### src/inc/bls_pkg.sv
// Package for the byte-lane static RAM controller.
// Holds pin widths, timing figures in ns and derived cycle counts at 40 MHz.
package bls_pkg;
    // ------------------------------------------------------------
    // Widths
    // ------------------------------------------------------------
    localparam int BLS_ADDR_W = 14;
    localparam int BLS_DATA_W = 16;
    localparam int BLS_TOP_ADDR_BIT = 13;
    // ------------------------------------------------------------
    // Timing
    // ------------------------------------------------------------
    localparam int BLS_CLK_PERIOD_NS = 25;
    localparam int READ_CYCLE_MIN_NS = 50;
    localparam int ADDRESS_ACCESS_MAX_NS = 50;
    localparam int OUTPUT_ENABLE_ACCESS_MAX_NS = 30;
    localparam int WRITE_CYCLE_MIN_NS = 50;
    localparam int WRITE_PULSE_MIN_NS = 40;
    localparam int ADDRESS_TO_WRITE_END_MIN_NS = 45;
    localparam int DATA_TO_WRITE_END_MIN_NS = 20;
    localparam int WRITE_RECOVERY_MIN_NS = 5;
    // Least times round up, one cycle at the least
    function automatic int bls_cyc_up(input int ns);
        int c;
        c = (ns + BLS_CLK_PERIOD_NS - 1) / BLS_CLK_PERIOD_NS;
        return (c < 1) ? 1 : c;
    endfunction
    // Read sample waits out the address access time (plus one for margin)
    localparam int READ_WAIT_CYC = bls_cyc_up(ADDRESS_ACCESS_MAX_NS) + 1;
    localparam int WRITE_PULSE_CYC = bls_cyc_up(ADDRESS_TO_WRITE_END_MIN_NS);
    localparam int WRITE_RECOV_CYC = bls_cyc_up(WRITE_RECOVERY_MIN_NS);
    localparam logic [2:0] BLS_RD_WAIT = 3'(READ_WAIT_CYC);
    localparam logic [2:0] BLS_WR_PULSE = 3'(WRITE_PULSE_CYC);
    localparam logic [2:0] BLS_WR_RECOV = 3'(WRITE_RECOV_CYC);
    typedef enum logic [1:0] {BLS_IDLE, BLS_READ, BLS_WRITE, BLS_RECOV}
        bls_state_t;
endpackage

### src/logic/bls_ctrl.sv
// Host-side controller driving an asynchronous 16-bit byte-lane static RAM.
// Assumes a user port with req/ack handshake and RAM pins sampled on sys_clk.
// Functional notes
// - Address changes only while write enable or chip select is high.
// - Recovery counts from first rising select or write enable.
// - Host must not drive opposite data while memory outputs are on.
// - Consecutive reads at least 50 ns apart.
// - Each write cycle at least 50 ns long.
// - Write pulse low at least 40 ns.
// - Address valid at least 45 ns before write end.
// - Write data valid at least 20 ns before write end.
// - In the half-size option the top address bit stays low.
`timescale 1ns/1ps
module bls_ctrl (
    input wire logic sys_clk_in,
    input wire logic rst_in,
    input wire logic half_size_in,
    input wire logic req_in,
    input wire logic req_write_in,
    input wire logic [1:0] req_lanes_in,
    input wire logic [bls_pkg::BLS_ADDR_W-1:0] req_addr_in,
    input wire logic [bls_pkg::BLS_DATA_W-1:0] req_wdata_in,
    output logic req_ready_out,
    output logic rd_valid_out,
    output logic [bls_pkg::BLS_DATA_W-1:0] rd_data_out,
    output logic [bls_pkg::BLS_ADDR_W-1:0] mem_addr_out,
    output logic chip_select_n_out,
    output logic upper_byte_n_out,
    output logic lower_byte_n_out,
    output logic output_enable_n_out,
    output logic write_enable_n_out,
    input wire logic [bls_pkg::BLS_DATA_W-1:0] mem_data_in,
    output logic [bls_pkg::BLS_DATA_W-1:0] mem_data_out,
    output logic [bls_pkg::BLS_DATA_W-1:0] mem_data_oe_out
);
    import bls_pkg::*;

    bls_state_t state_q;
    logic [2:0] cnt_q;
    logic take;
    logic [1:0] lanes_q;

    // Per-bit mask of the selected byte lanes, upper lane in bit 1
    function automatic logic [BLS_DATA_W-1:0] lane_bits(
        input logic [1:0] lanes
    );
        return {{8{lanes[1]}}, {8{lanes[0]}}};
    endfunction

    // ------------------------------------------------------------
    // Handshake
    // ------------------------------------------------------------
    assign req_ready_out = (state_q == BLS_IDLE);
    // An empty lane mask is never taken; the requester keeps waiting
    assign take = req_ready_out && req_in && (req_lanes_in != 2'h0);

    // ------------------------------------------------------------
    // Sequencer
    // ------------------------------------------------------------
    // Each access ends in a recovery cycle with all strobes high, so
    // back-to-back cycles start at least four clocks (100 ns) apart.
    always_ff @(posedge sys_clk_in or posedge rst_in) begin
        if (rst_in) begin
            state_q <= BLS_IDLE;
            cnt_q <= 3'h0;
        end else begin
            unique case (state_q)
                BLS_IDLE: begin
                    if (take) begin
                        state_q <= req_write_in ? BLS_WRITE : BLS_READ;
                        cnt_q <= req_write_in ? BLS_WR_PULSE : BLS_RD_WAIT;
                    end
                end
                BLS_READ: begin
                    cnt_q <= cnt_q - 3'h1;
                    if (cnt_q == 3'h1) begin
                        state_q <= BLS_RECOV;
                        cnt_q <= BLS_WR_RECOV;
                    end
                end
                BLS_WRITE: begin
                    cnt_q <= cnt_q - 3'h1;
                    if (cnt_q == 3'h1) begin
                        state_q <= BLS_RECOV;
                        cnt_q <= BLS_WR_RECOV;
                    end
                end
                BLS_RECOV: begin
                    cnt_q <= cnt_q - 3'h1;
                    if (cnt_q == 3'h1) begin
                        state_q <= BLS_IDLE;
                    end
                end
            endcase
        end
    end

    // ------------------------------------------------------------
    // Latched request: address changes only in idle (strobes high)
    // ------------------------------------------------------------
    always_ff @(posedge sys_clk_in or posedge rst_in) begin
        if (rst_in) begin
            mem_addr_out <= '0;
            mem_data_out <= '0;
            lanes_q <= 2'h0;
        end else if (take) begin
            mem_addr_out <= req_addr_in;
            mem_addr_out[BLS_TOP_ADDR_BIT] <=
                req_addr_in[BLS_TOP_ADDR_BIT] & ~half_size_in;
            mem_data_out <= req_wdata_in;
            lanes_q <= req_lanes_in;
        end
    end

    // ------------------------------------------------------------
    // Strobes: chip select and the requested lane selects fall together with write enable on writes
    // ------------------------------------------------------------
    always_ff @(posedge sys_clk_in or posedge rst_in) begin
        if (rst_in) begin
            chip_select_n_out <= 1'b1;
            upper_byte_n_out <= 1'b1;
            lower_byte_n_out <= 1'b1;
            output_enable_n_out <= 1'b1;
            write_enable_n_out <= 1'b1;
        end else if (take) begin
            chip_select_n_out <= 1'b0;
            upper_byte_n_out <= ~req_lanes_in[1];
            lower_byte_n_out <= ~req_lanes_in[0];
            // Output enable kept high on writes: no contention on the bus
            output_enable_n_out <= req_write_in;
            write_enable_n_out <= ~req_write_in;
        end else if (cnt_q == 3'h1 && state_q != BLS_RECOV) begin
            chip_select_n_out <= 1'b1;
            upper_byte_n_out <= 1'b1;
            lower_byte_n_out <= 1'b1;
            output_enable_n_out <= 1'b1;
            write_enable_n_out <= 1'b1;
        end
    end

    // Drive only the selected lanes, only while writing
    always_ff @(posedge sys_clk_in or posedge rst_in) begin
        if (rst_in) begin
            mem_data_oe_out <= '0;
        end else if (take && req_write_in) begin
            mem_data_oe_out <= lane_bits(req_lanes_in);
        end else if (state_q == BLS_WRITE && cnt_q == 3'h1) begin
            // Freed at the edge where write enable rises; the data hold
            // time then rests on board delay
            mem_data_oe_out <= '0;
        end
    end

    // ------------------------------------------------------------
    // Read capture
    // ------------------------------------------------------------
    always_ff @(posedge sys_clk_in or posedge rst_in) begin
        if (rst_in) begin
            rd_valid_out <= 1'b0;
            rd_data_out <= '0;
        end else begin
            rd_valid_out <= (state_q == BLS_READ && cnt_q == 3'h1);
            if (state_q == BLS_READ && cnt_q == 3'h1) begin
                rd_data_out <= mem_data_in & lane_bits(lanes_q);
            end
        end
    end

    // ------------------------------------------------------------
    // Checks
    // ------------------------------------------------------------
    // Address may only move while the chip is deselected
    a_addr_stable: assert property (
        @(posedge sys_clk_in) disable iff (rst_in)
        !chip_select_n_out && !$past(chip_select_n_out)
        |-> $stable(mem_addr_out))
        else $error("address moved while selected");
    a_wr_pulse_len: assert property (
        @(posedge sys_clk_in) disable iff (rst_in)
        $fell(write_enable_n_out) |-> !write_enable_n_out[*2])
        else $error("write pulse too short");
    a_wr_sel_together: assert property (
        @(posedge sys_clk_in) disable iff (rst_in)
        $fell(write_enable_n_out) |-> $fell(chip_select_n_out))
        else $error("select not with write enable");
    a_no_oe_on_wr: assert property (
        @(posedge sys_clk_in) disable iff (rst_in)
        !write_enable_n_out |-> output_enable_n_out)
        else $error("output enable during write");
    // A rising select must stay high for a whole recovery cycle
    a_recov_gap: assert property (
        @(posedge sys_clk_in) disable iff (rst_in)
        $rose(chip_select_n_out) |=> chip_select_n_out)
        else $error("no recovery after access");
    a_half_top: assert property (
        @(posedge sys_clk_in) disable iff (rst_in)
        half_size_in && $past(half_size_in) && $fell(chip_select_n_out)
        |-> !mem_addr_out[BLS_TOP_ADDR_BIT])
        else $error("top address bit high in half size");
    a_rd_timing: assert property (
        @(posedge sys_clk_in) disable iff (rst_in)
        $fell(output_enable_n_out) |-> ##3 rd_valid_out)
        else $error("read sample not after access time");
    a_oe_lanes: assert property (
        @(posedge sys_clk_in) disable iff (rst_in)
        |mem_data_oe_out |-> !write_enable_n_out)
        else $error("data driven outside write");
    // Every access keeps the chip selected for at least two clocks
    a_cycle_len: assert property (
        @(posedge sys_clk_in) disable iff (rst_in)
        $fell(chip_select_n_out) |-> !chip_select_n_out[*2])
        else $error("access cycle too short");
    // Address and data stay put through the whole write pulse
    a_wr_hold: assert property (
        @(posedge sys_clk_in) disable iff (rst_in)
        $fell(write_enable_n_out) |=> ($stable(mem_addr_out)
        && $stable(mem_data_out) && (|mem_data_oe_out)))
        else $error("address or data moved in write pulse");
    // Only the selected lanes are driven, so no fight on the other lane
    a_lane_drive: assert property (
        @(posedge sys_clk_in) disable iff (rst_in)
        (|mem_data_oe_out) |-> (mem_data_oe_out
        == lane_bits(~{upper_byte_n_out, lower_byte_n_out})))
        else $error("data driven on a deselected lane");
    a_idle_float: assert property (
        @(posedge sys_clk_in) disable iff (rst_in)
        chip_select_n_out |-> (mem_data_oe_out == '0))
        else $error("data driven while deselected");
endmodule

### config.mk
export PLATFORM = sky130hd
export DESIGN_NAME = bls_ctrl
export DESIGN_NICKNAME = d
export VERILOG_FILES = /design/src/inc/bls_pkg.sv /design/src/logic/bls_ctrl.sv
export SDC_FILE = /design/constraint.sdc
export NUM_CORES = 1
export LEC_CHECK = 0
export BUFFER_PORTS_ARGS = -buffer_cell sky130_fd_sc_hd__buf_2
export CELL_PAD_IN_SITES_DETAIL_PLACEMENT = 0
export CELL_PAD_IN_SITES_GLOBAL_PLACEMENT = 1
export CORE_ASPECT_RATIO = 1.25
export CORE_UTILIZATION = 36
export CTS_CLUSTER_DIAMETER = 40
export CTS_CLUSTER_SIZE = 14
export DETAILED_ROUTE_END_ITERATION = 12
export PLACE_DENSITY = 0.92
export SLEW_MARGIN = 20
export SYNTH_ARGS = -nofsm -noshare
export SYNTH_HDL_FRONTEND = slang
export SYNTH_SLANG_ARGS = --single-unit
### constraint.sdc
create_clock -name sys_clk_in -period 3 [get_ports sys_clk_in]
set_input_delay 0.6 -clock sys_clk_in [delete_from_list [all_inputs] [get_ports sys_clk_in]]
set_output_delay 0.6 -clock sys_clk_in [all_outputs]
set_load 0.02 [all_outputs]
==> flow_summary_export.csv, run 1 <==
group,metric,value,unit
sta,min_period,1980,ps
synth,synth_top_area_share,53.4,%
synth,yosys.area.top_type,"dfrtp_1",
sta,timing.final.ws_setup,1020,ps
finish,drive_gt1_share,36.7,%
routing,wire_per_inst,11.9,µm
power,switching_share,42.1,%
global_routing,grt_pass1_wl,9780,µm
finish,fin_util,49.0,%
synth,synth_edf_count,0,
critical_path,worst-endpoint-arrival,1380,ps
clocking,cts_buffers,9,
placed_design,numPortBuffers,121,
critical_path,critPathRequiredTime,2400,ps
sta,fin_setup_tns,0,ps
power,p_switching,1.76,mW
clocking,cts_resized,0,
synth,synthFlopType,"dfrtp_1",
sta,setup_viol,0,
synth,ys.warnings.count,0,
power,combPwrFrac,43.9,%
synth,yosysUniqueCellTypes,28,
clocking,cts_tree,"yes",
power,p_int,2.42,mW
synth,ys_seq_elements,61,
synth,netlist_area,0.00262,mm²
sta,max-slew-margin-rel,43.2,%
power,pwr-share-clk,21.1,%
die,initial_utilization,37.4,%
clocking,clkLatencyLatePin,340,ps
sta,min_period_over_period,66.1,%
routing,drtIter0Drc,98,
routing,post_drt_via_cell_ratio,4.55,
clocking,cts_max_path_buffers,2,
critical_path,reg2reg_depth,6,
power,power.leakage,1.98,nW
critical_path,worstPathMaxFanout,6,
die,die-area,0.00763,mm²
synth,seq_area_frac_synth,58.4,%
clocking,h-tree-depth,3,
power,p_total,4.18,mW
die,die_w,78.3,µm
finish,nNetsFinal,456,
outcome,status,"completed",
routing,vias,2234,
critical_path,worst_setup_path_start_kind,"register",
clocking,clk_pin_slew,70,ps
run,cap_violations,0,
synth,synth_fp_nets,347,
clocking,cts_hold_buf,0,
power,peakVddDrop,0.546,mV
synth,yosysMostFrequentCell,"nand2_1",
synth,synth.avg_cell_area,9.14,µm²
global_routing,grt_pass1_vias,2124,
synth,synthTopCellsByArea,"dfrtp_1 53%, nand2_1 18%, dfstp_2 5.0%",
power,seqPwrFrac,35.0,%
critical_path,critPathKind,"reg -> out",
sta,finalHoldViolCount,0,
synth,synthArstFlopShare,100,%
routing,finalWirelength,5860,µm
global_routing,grt_max_degree,42,
routing,drcViolationCount,0,
worst_hold_path,hold_path_class,"in -> async",
sta,worst_pin_slew,851,ps
placed_design,place.gp.congestion,0.754,
finish,fillers,707,
global_routing,grt_usage,16.6,%
routing,ant_nets,0,
critical_path,end_kind,"output pin",
synth,synth_cells,287,
placed_design,hpwl,4290,µm
clocking,clockRootBuffer,"clkbuf_8",
global_routing,antenna_found_initial,0,
sta,max_freq,504,MHz
die,die_h,97.4,µm
global_routing,overflow,0,
finish,area_delta_synth_final,31.2,%
synth,synth_commonest_cells,"129 x nand2_1, 56 x dfrtp_1, 20 x o21ai_0",
routing,drt_first_pass_iters,4,
sta,drv_slew,0,
placed_design,place_ws,1100,ps
sta,worst_clock_skew,6.21,ps
clocking,cts_setup_buffers,0,
die,rows,34,
sta,rsz0062_at_grt,"no",
finish,num_antenna_cells,0,
die,coreArea,0.00702,mm²
clocking,cts.sinks,61,
die,num_io_pins,122,
power,powerDensity,1220,mW/mm²
==> metal layers <==
layer / GRT usage (%) / up-vias / part of all wire [%]
li1: - / 1110 / -
met1: 20.5 / 1029 / 43
met2: 26.5 / 84 / 48
met3: 4.88 / 11 / 6.7
met4: 7.69 / 0 / 1.8
met5: 0 / - / 0
==> stage by stage <==
step / std cells / hold slack [ps] / instance area (µm²)
final: 491 / 257 / 3440
after global routing: 491 / 282 / 3440
after CTS: 491 / 268 / 3440
after detailed placement: 475 / 458 / 3200
after global placement: 475 / 458 / 3200
after floorplan: 287 / 464 / 2620
==> registers in the layout (all words and copies together) (netlist names) <==
| name | count |
|---|---|
| lower_byte_n_out | 1 |
| mem_data_oe_out | 2 |
| rd_data_out | 16 |
| rd_valid_out | 1 |
| lanes_q | 2 |
| output_enable_n_out | 1 |
| state_q | 2 |
| mem_addr_out | 14 |
| write_enable_n_out | 1 |
| chip_select_n_out | 1 |
| cnt_q | 3 |
| mem_data_out | 16 |
| upper_byte_n_out | 1 |
==> logic make-up after synthesis <==
kind of cell,count (synthesis),share of synthesized area [%]
muxes,2,0.811
AOI/OAI and AO/OA,37,8.45
and+or+nand+nor,144,21.5
DFF,61,58.4
buffers and inverters,36,7.49
adders and majority gates,7,3.34
==> power groups by stage <==
stage,sequential [mW],combinational [mW],clock [mW]
after global routing,1.52,2.04,0.934
after floorplan,1.83,0.993,0
after detailed placement,1.48,1.86,0
after global placement,1.47,1.82,0
after CTS,1.47,1.86,0.898
final,1.46,1.84,0.883
==> cell usage in the layout, fill, tap and decap left out, types with 2 or more instances in the layout <==
master     Yosys  final
a21oi_1        4      4
nand2b_1       3      3
bufinv_16      0      3
nand2_1      129    129
nor2_1         8      8
inv_1         10      9
o21ai_0       20     20
nand3_1        2      2
o21ai_1        2      2
ha_1           7      7
dfstp_2        5      5
clkbuf_8       0     10
buf_2          7    121
clkbuf_1       4      2
inv_2          1      2
a22o_1         2      2
buf_4         14      2
dfrtp_1       56     56
o22ai_1        2      2
==> final cells by class <==
| class | count | area, µm² | share of cell area, % |
|---|---|---|---|
| clock buffers | 12 | 145 | 4.22 |
| flip-flops and latches | 61 | 1530 | 44.5 |
| inverters | 11 | 41.3 | 1.20 |
| clock inverters | 4 | 95.1 | 2.76 |
| multi-input cells | 190 | 893 | 26.0 |
| well taps | 90 | 113 | 3.27 |
| repair buffers | 123 | 621 | 18.0 |
==> critical path: stages (launching register included) <==
cell and delay (ps):
dfrtp_1 400, inv_1 130, ha_1 290, buf_2 220
==> path summary, 6_finish.rpt <==
path	slack (ps)	start	endpoint
worst min-delay path	260	rst_in	rd_data_out[11]$_DFFE_PP0P_
worst min register to register	470	mem_data_out[12]$_DFFE_PP0N_	mem_data_out[12]$_DFFE_PP0N_
worst max-delay path	1020	state_q[0]$_DFFE_PP0P_	req_ready_out
min in group sys_clk_in	450	req_addr_in[9]	mem_addr_out[9]$_DFFE_PP0N_
worst max register to register	1100	state_q[0]$_DFFE_PP0P_	mem_data_oe_out[7]$_DFFE_PP0P_
max in group asynchronous	1860	rst_in	chip_select_n_out$_DFFE_PP1P_
(Power assumes the default switching activity.)
==> run 2, diff against run 1 <==
--- a/config.mk
+++ b/config.mk
@@ -9,11 +9,11 @@
 export CELL_PAD_IN_SITES_DETAIL_PLACEMENT = 0
 export CELL_PAD_IN_SITES_GLOBAL_PLACEMENT = 1
 export CORE_ASPECT_RATIO = 1.25
-export CORE_UTILIZATION = 36
+export CORE_UTILIZATION = 33
 export CTS_CLUSTER_DIAMETER = 40
 export CTS_CLUSTER_SIZE = 14
 export DETAILED_ROUTE_END_ITERATION = 12
-export PLACE_DENSITY = 0.92
+export PLACE_DENSITY = 0.86
 export SLEW_MARGIN = 20
 export SYNTH_ARGS = -nofsm -noshare
 export SYNTH_HDL_FRONTEND = slang
==> constraint.sdc (replaced) <==
create_clock -name sys_clk_in -period 1.9 [get_ports sys_clk_in]
set_input_delay 0.38 -clock sys_clk_in [delete_from_list [all_inputs] [get_ports sys_clk_in]]
set_output_delay 0.38 -clock sys_clk_in [all_outputs]
set_load 0.02 [all_outputs]
==> run 2 against run 1 <==
Hold slack got worse by 170 ps. Utilization fell by 5.1 points. Critical endpoint unchanged. Register-to-register slack got worse by 880 ps. Highest routed layer unchanged. Clock skew barely moved. Via count fell by 0.49%.
==> flow_summary_export.csv, run 2 (synthesized netlist as in run 1, its figures left out) <==
group,metric,value,unit
finish,layout.cells.non_filler,498,
critical_path,reg2reg_depth,6,
finish,seq_area,0.00153,mm²
die,coreArea,0.00775,mm²
sta,min_period,1740,ps
sta,finalHoldViolCount,0,
routing,vias,2223,
routing,ant_nets,0,
power,power.leakage,1.96,nW
critical_path,r2r_end,"mem_addr_out[13]$_DFFE_PP0N_",
critical_path,worst_setup_path_start_kind,"register",
critical_path,r2r_start,"state_q[0]$_DFFE_PP0P_",
die,num_io_pins,122,
sta,min_period_over_period,91.7,%
clocking,cts.sinks,61,
clocking,clockRootBuffer,"clkbuf_8",
sta,fin_setup_tns,0,ps
worst_hold_path,hold_path_class,"in -> async",
finish,multiInputGateArea,893,µm²
finish,area_delta_synth_final,29.7,%
sta,worst_clock_skew,5.78,ps
global_routing,grt_pass1_wl,9720,µm
clocking,cts_buffers,9,
placed_design,numPortBuffers,121,
sta,drv_slew,0,
placed_design,hpwl,4410,µm
routing,wire_per_inst,11.9,µm
die,die-area,0.00831,mm²
clocking,h-tree-depth,3,
sta,setup_viol,0,
sta,max_freq,574,MHz
placed_design,place_inst,483,
finish,final_common_cell,"nand2_1",
power,powerDensity,1810,mW/mm²
finish,drive_gt1_share,37.2,%
finish,fillers,811,
power,peakVddDrop,0.797,mV
die,initial_utilization,33.9,%
global_routing,grt_max_degree,34,
critical_path,worst-endpoint-arrival,1360,ps
routing,post_drt_via_cell_ratio,4.46,
global_routing,overflow,0,
clocking,cts_max_path_buffers,2,
critical_path,critPathKind,"reg -> out",
routing,drcViolationCount,0,
clocking,cts_resized,0,
global_routing,grt_usage,15.5,%
finish,nNetsFinal,459,
clocking,clkLatencyLatePin,330,ps
run,cap_violations,0,
outcome,status,"completed",
global_routing,antenna_found_initial,0,
finish,num_antenna_cells,0,
clocking,clk_pin_slew,70,ps
routing,finalWirelength,5920,µm
finish,fin_util,43.9,%
routing,drtIter0Drc,91,
clocking,cts_hold_buf,0,
sta,rsz0062_at_grt,"no",
critical_path,critPathRequiredTime,1520,ps
critical_path,worstPathMaxFanout,6,
die,rows,36,
placed_design,place.gp.congestion,0.774,
sta,worst_pin_slew,521,ps
finish,reg.largest.list,"mem_data_out: 16 flops, rd_data_out: 16 flops, mem_addr_out: 14 flops",
critical_path,rrSetupSlack,220,ps
global_routing,grt_pass1_vias,2140,
clocking,cts_setup_buffers,0,
sta,max-slew-margin-rel,65.2,%
finish,final_cell_mix,"129 x nand2_1, 121 x buf_2, 56 x dfrtp_1",
routing,drt_first_pass_iters,4,
critical_path,end_kind,"output pin",
die,die_h,102,µm
die,die_w,81.7,µm
clocking,cts_tree,"yes",
-- run 2: cell types whose count changed in the layout (fill, tap and decap cells not counted), sizes merged --
cell    change
clkbuf      -2
buf         +3
clkinv      +4
bufinv      -3
-- run 2: metal layers --
| metal | up-vias | track usage, % | part of all wire (%) | wire length, µm |
|---|---|---|---|---|
| li1 | 1114 | - | - | - |
| met1 | 1035 | 19.2 | 44 | 2620 |
| met2 | 64 | 24.9 | 49 | 2880 |
| met3 | 10 | 4.50 | 5.3 | 311 |
| met4 | 0 | 6.61 | 1.8 | 106 |
| met5 | - | 0 | 0 | 0 |
-- run 2: how the worst max path moves through the flow --
stage	startpoint	to	slack [ps]	cells past startpoint
5_1_grt	state_q[0]$_DFFE_PP0P_	mem_data_out[4]$_DFFE_PP0N_	50	7
6_report	state_q[0]$_DFFE_PP0P_	req_ready_out	160	3
4_1_cts	state_q[0]$_DFFE_PP0P_	mem_data_out[0]$_DFFE_PP0N_	140	7
3_5_place_dp	state_q[0]$_DFFE_PP0P_	mem_data_out[0]$_DFFE_PP0N_	150	7
2_1_floorplan	rst_in	cnt_q[0]$_DFFE_PP0P_	20	1
3_3_place_gp	state_q[0]$_DFFE_PP0P_	mem_data_out[4]$_DFFE_PP0N_	260	7
-- run 2: cell type report --
type / instances / area share (%)
sequential: 61 / 45.1
multi-input combinational: 190 / 26.3
clock inverter: 5 / 0.846
inverter: 11 / 1.21
timing repair buffer: 126 / 19.4
clock buffer: 10 / 3.75
tap: 95 / 3.49
-- run 2: metrics by stage --
stage	total power, mW	hold WS (ps)	setup slack, ps	area, µm²
2_1_floorplan	4.46	430	15.2	2620
3_3_place_gp	5.22	443	264	3240
3_5_place_dp	5.28	453	152	3240
4_1_cts	6.25	89.2	142	3400
5_1_grt	6.71	109	47.9	3400
6_report	6.16	85.8	158	3400
-- run 2: worst max-delay path, cell delays in order (launching register included) --
cell     delay, ps
dfrtp_1        400
inv_1          130
ha_1           280
buf_2          220
-- run 2: power breakdown --
part	switching (mW)	internal, mW	total, mW	leakage (nW)
logic	1.92	1.02	2.94	1.11
clock network	0.480	0.458	0.939	0.0856
registers	0.369	1.92	2.29	0.766
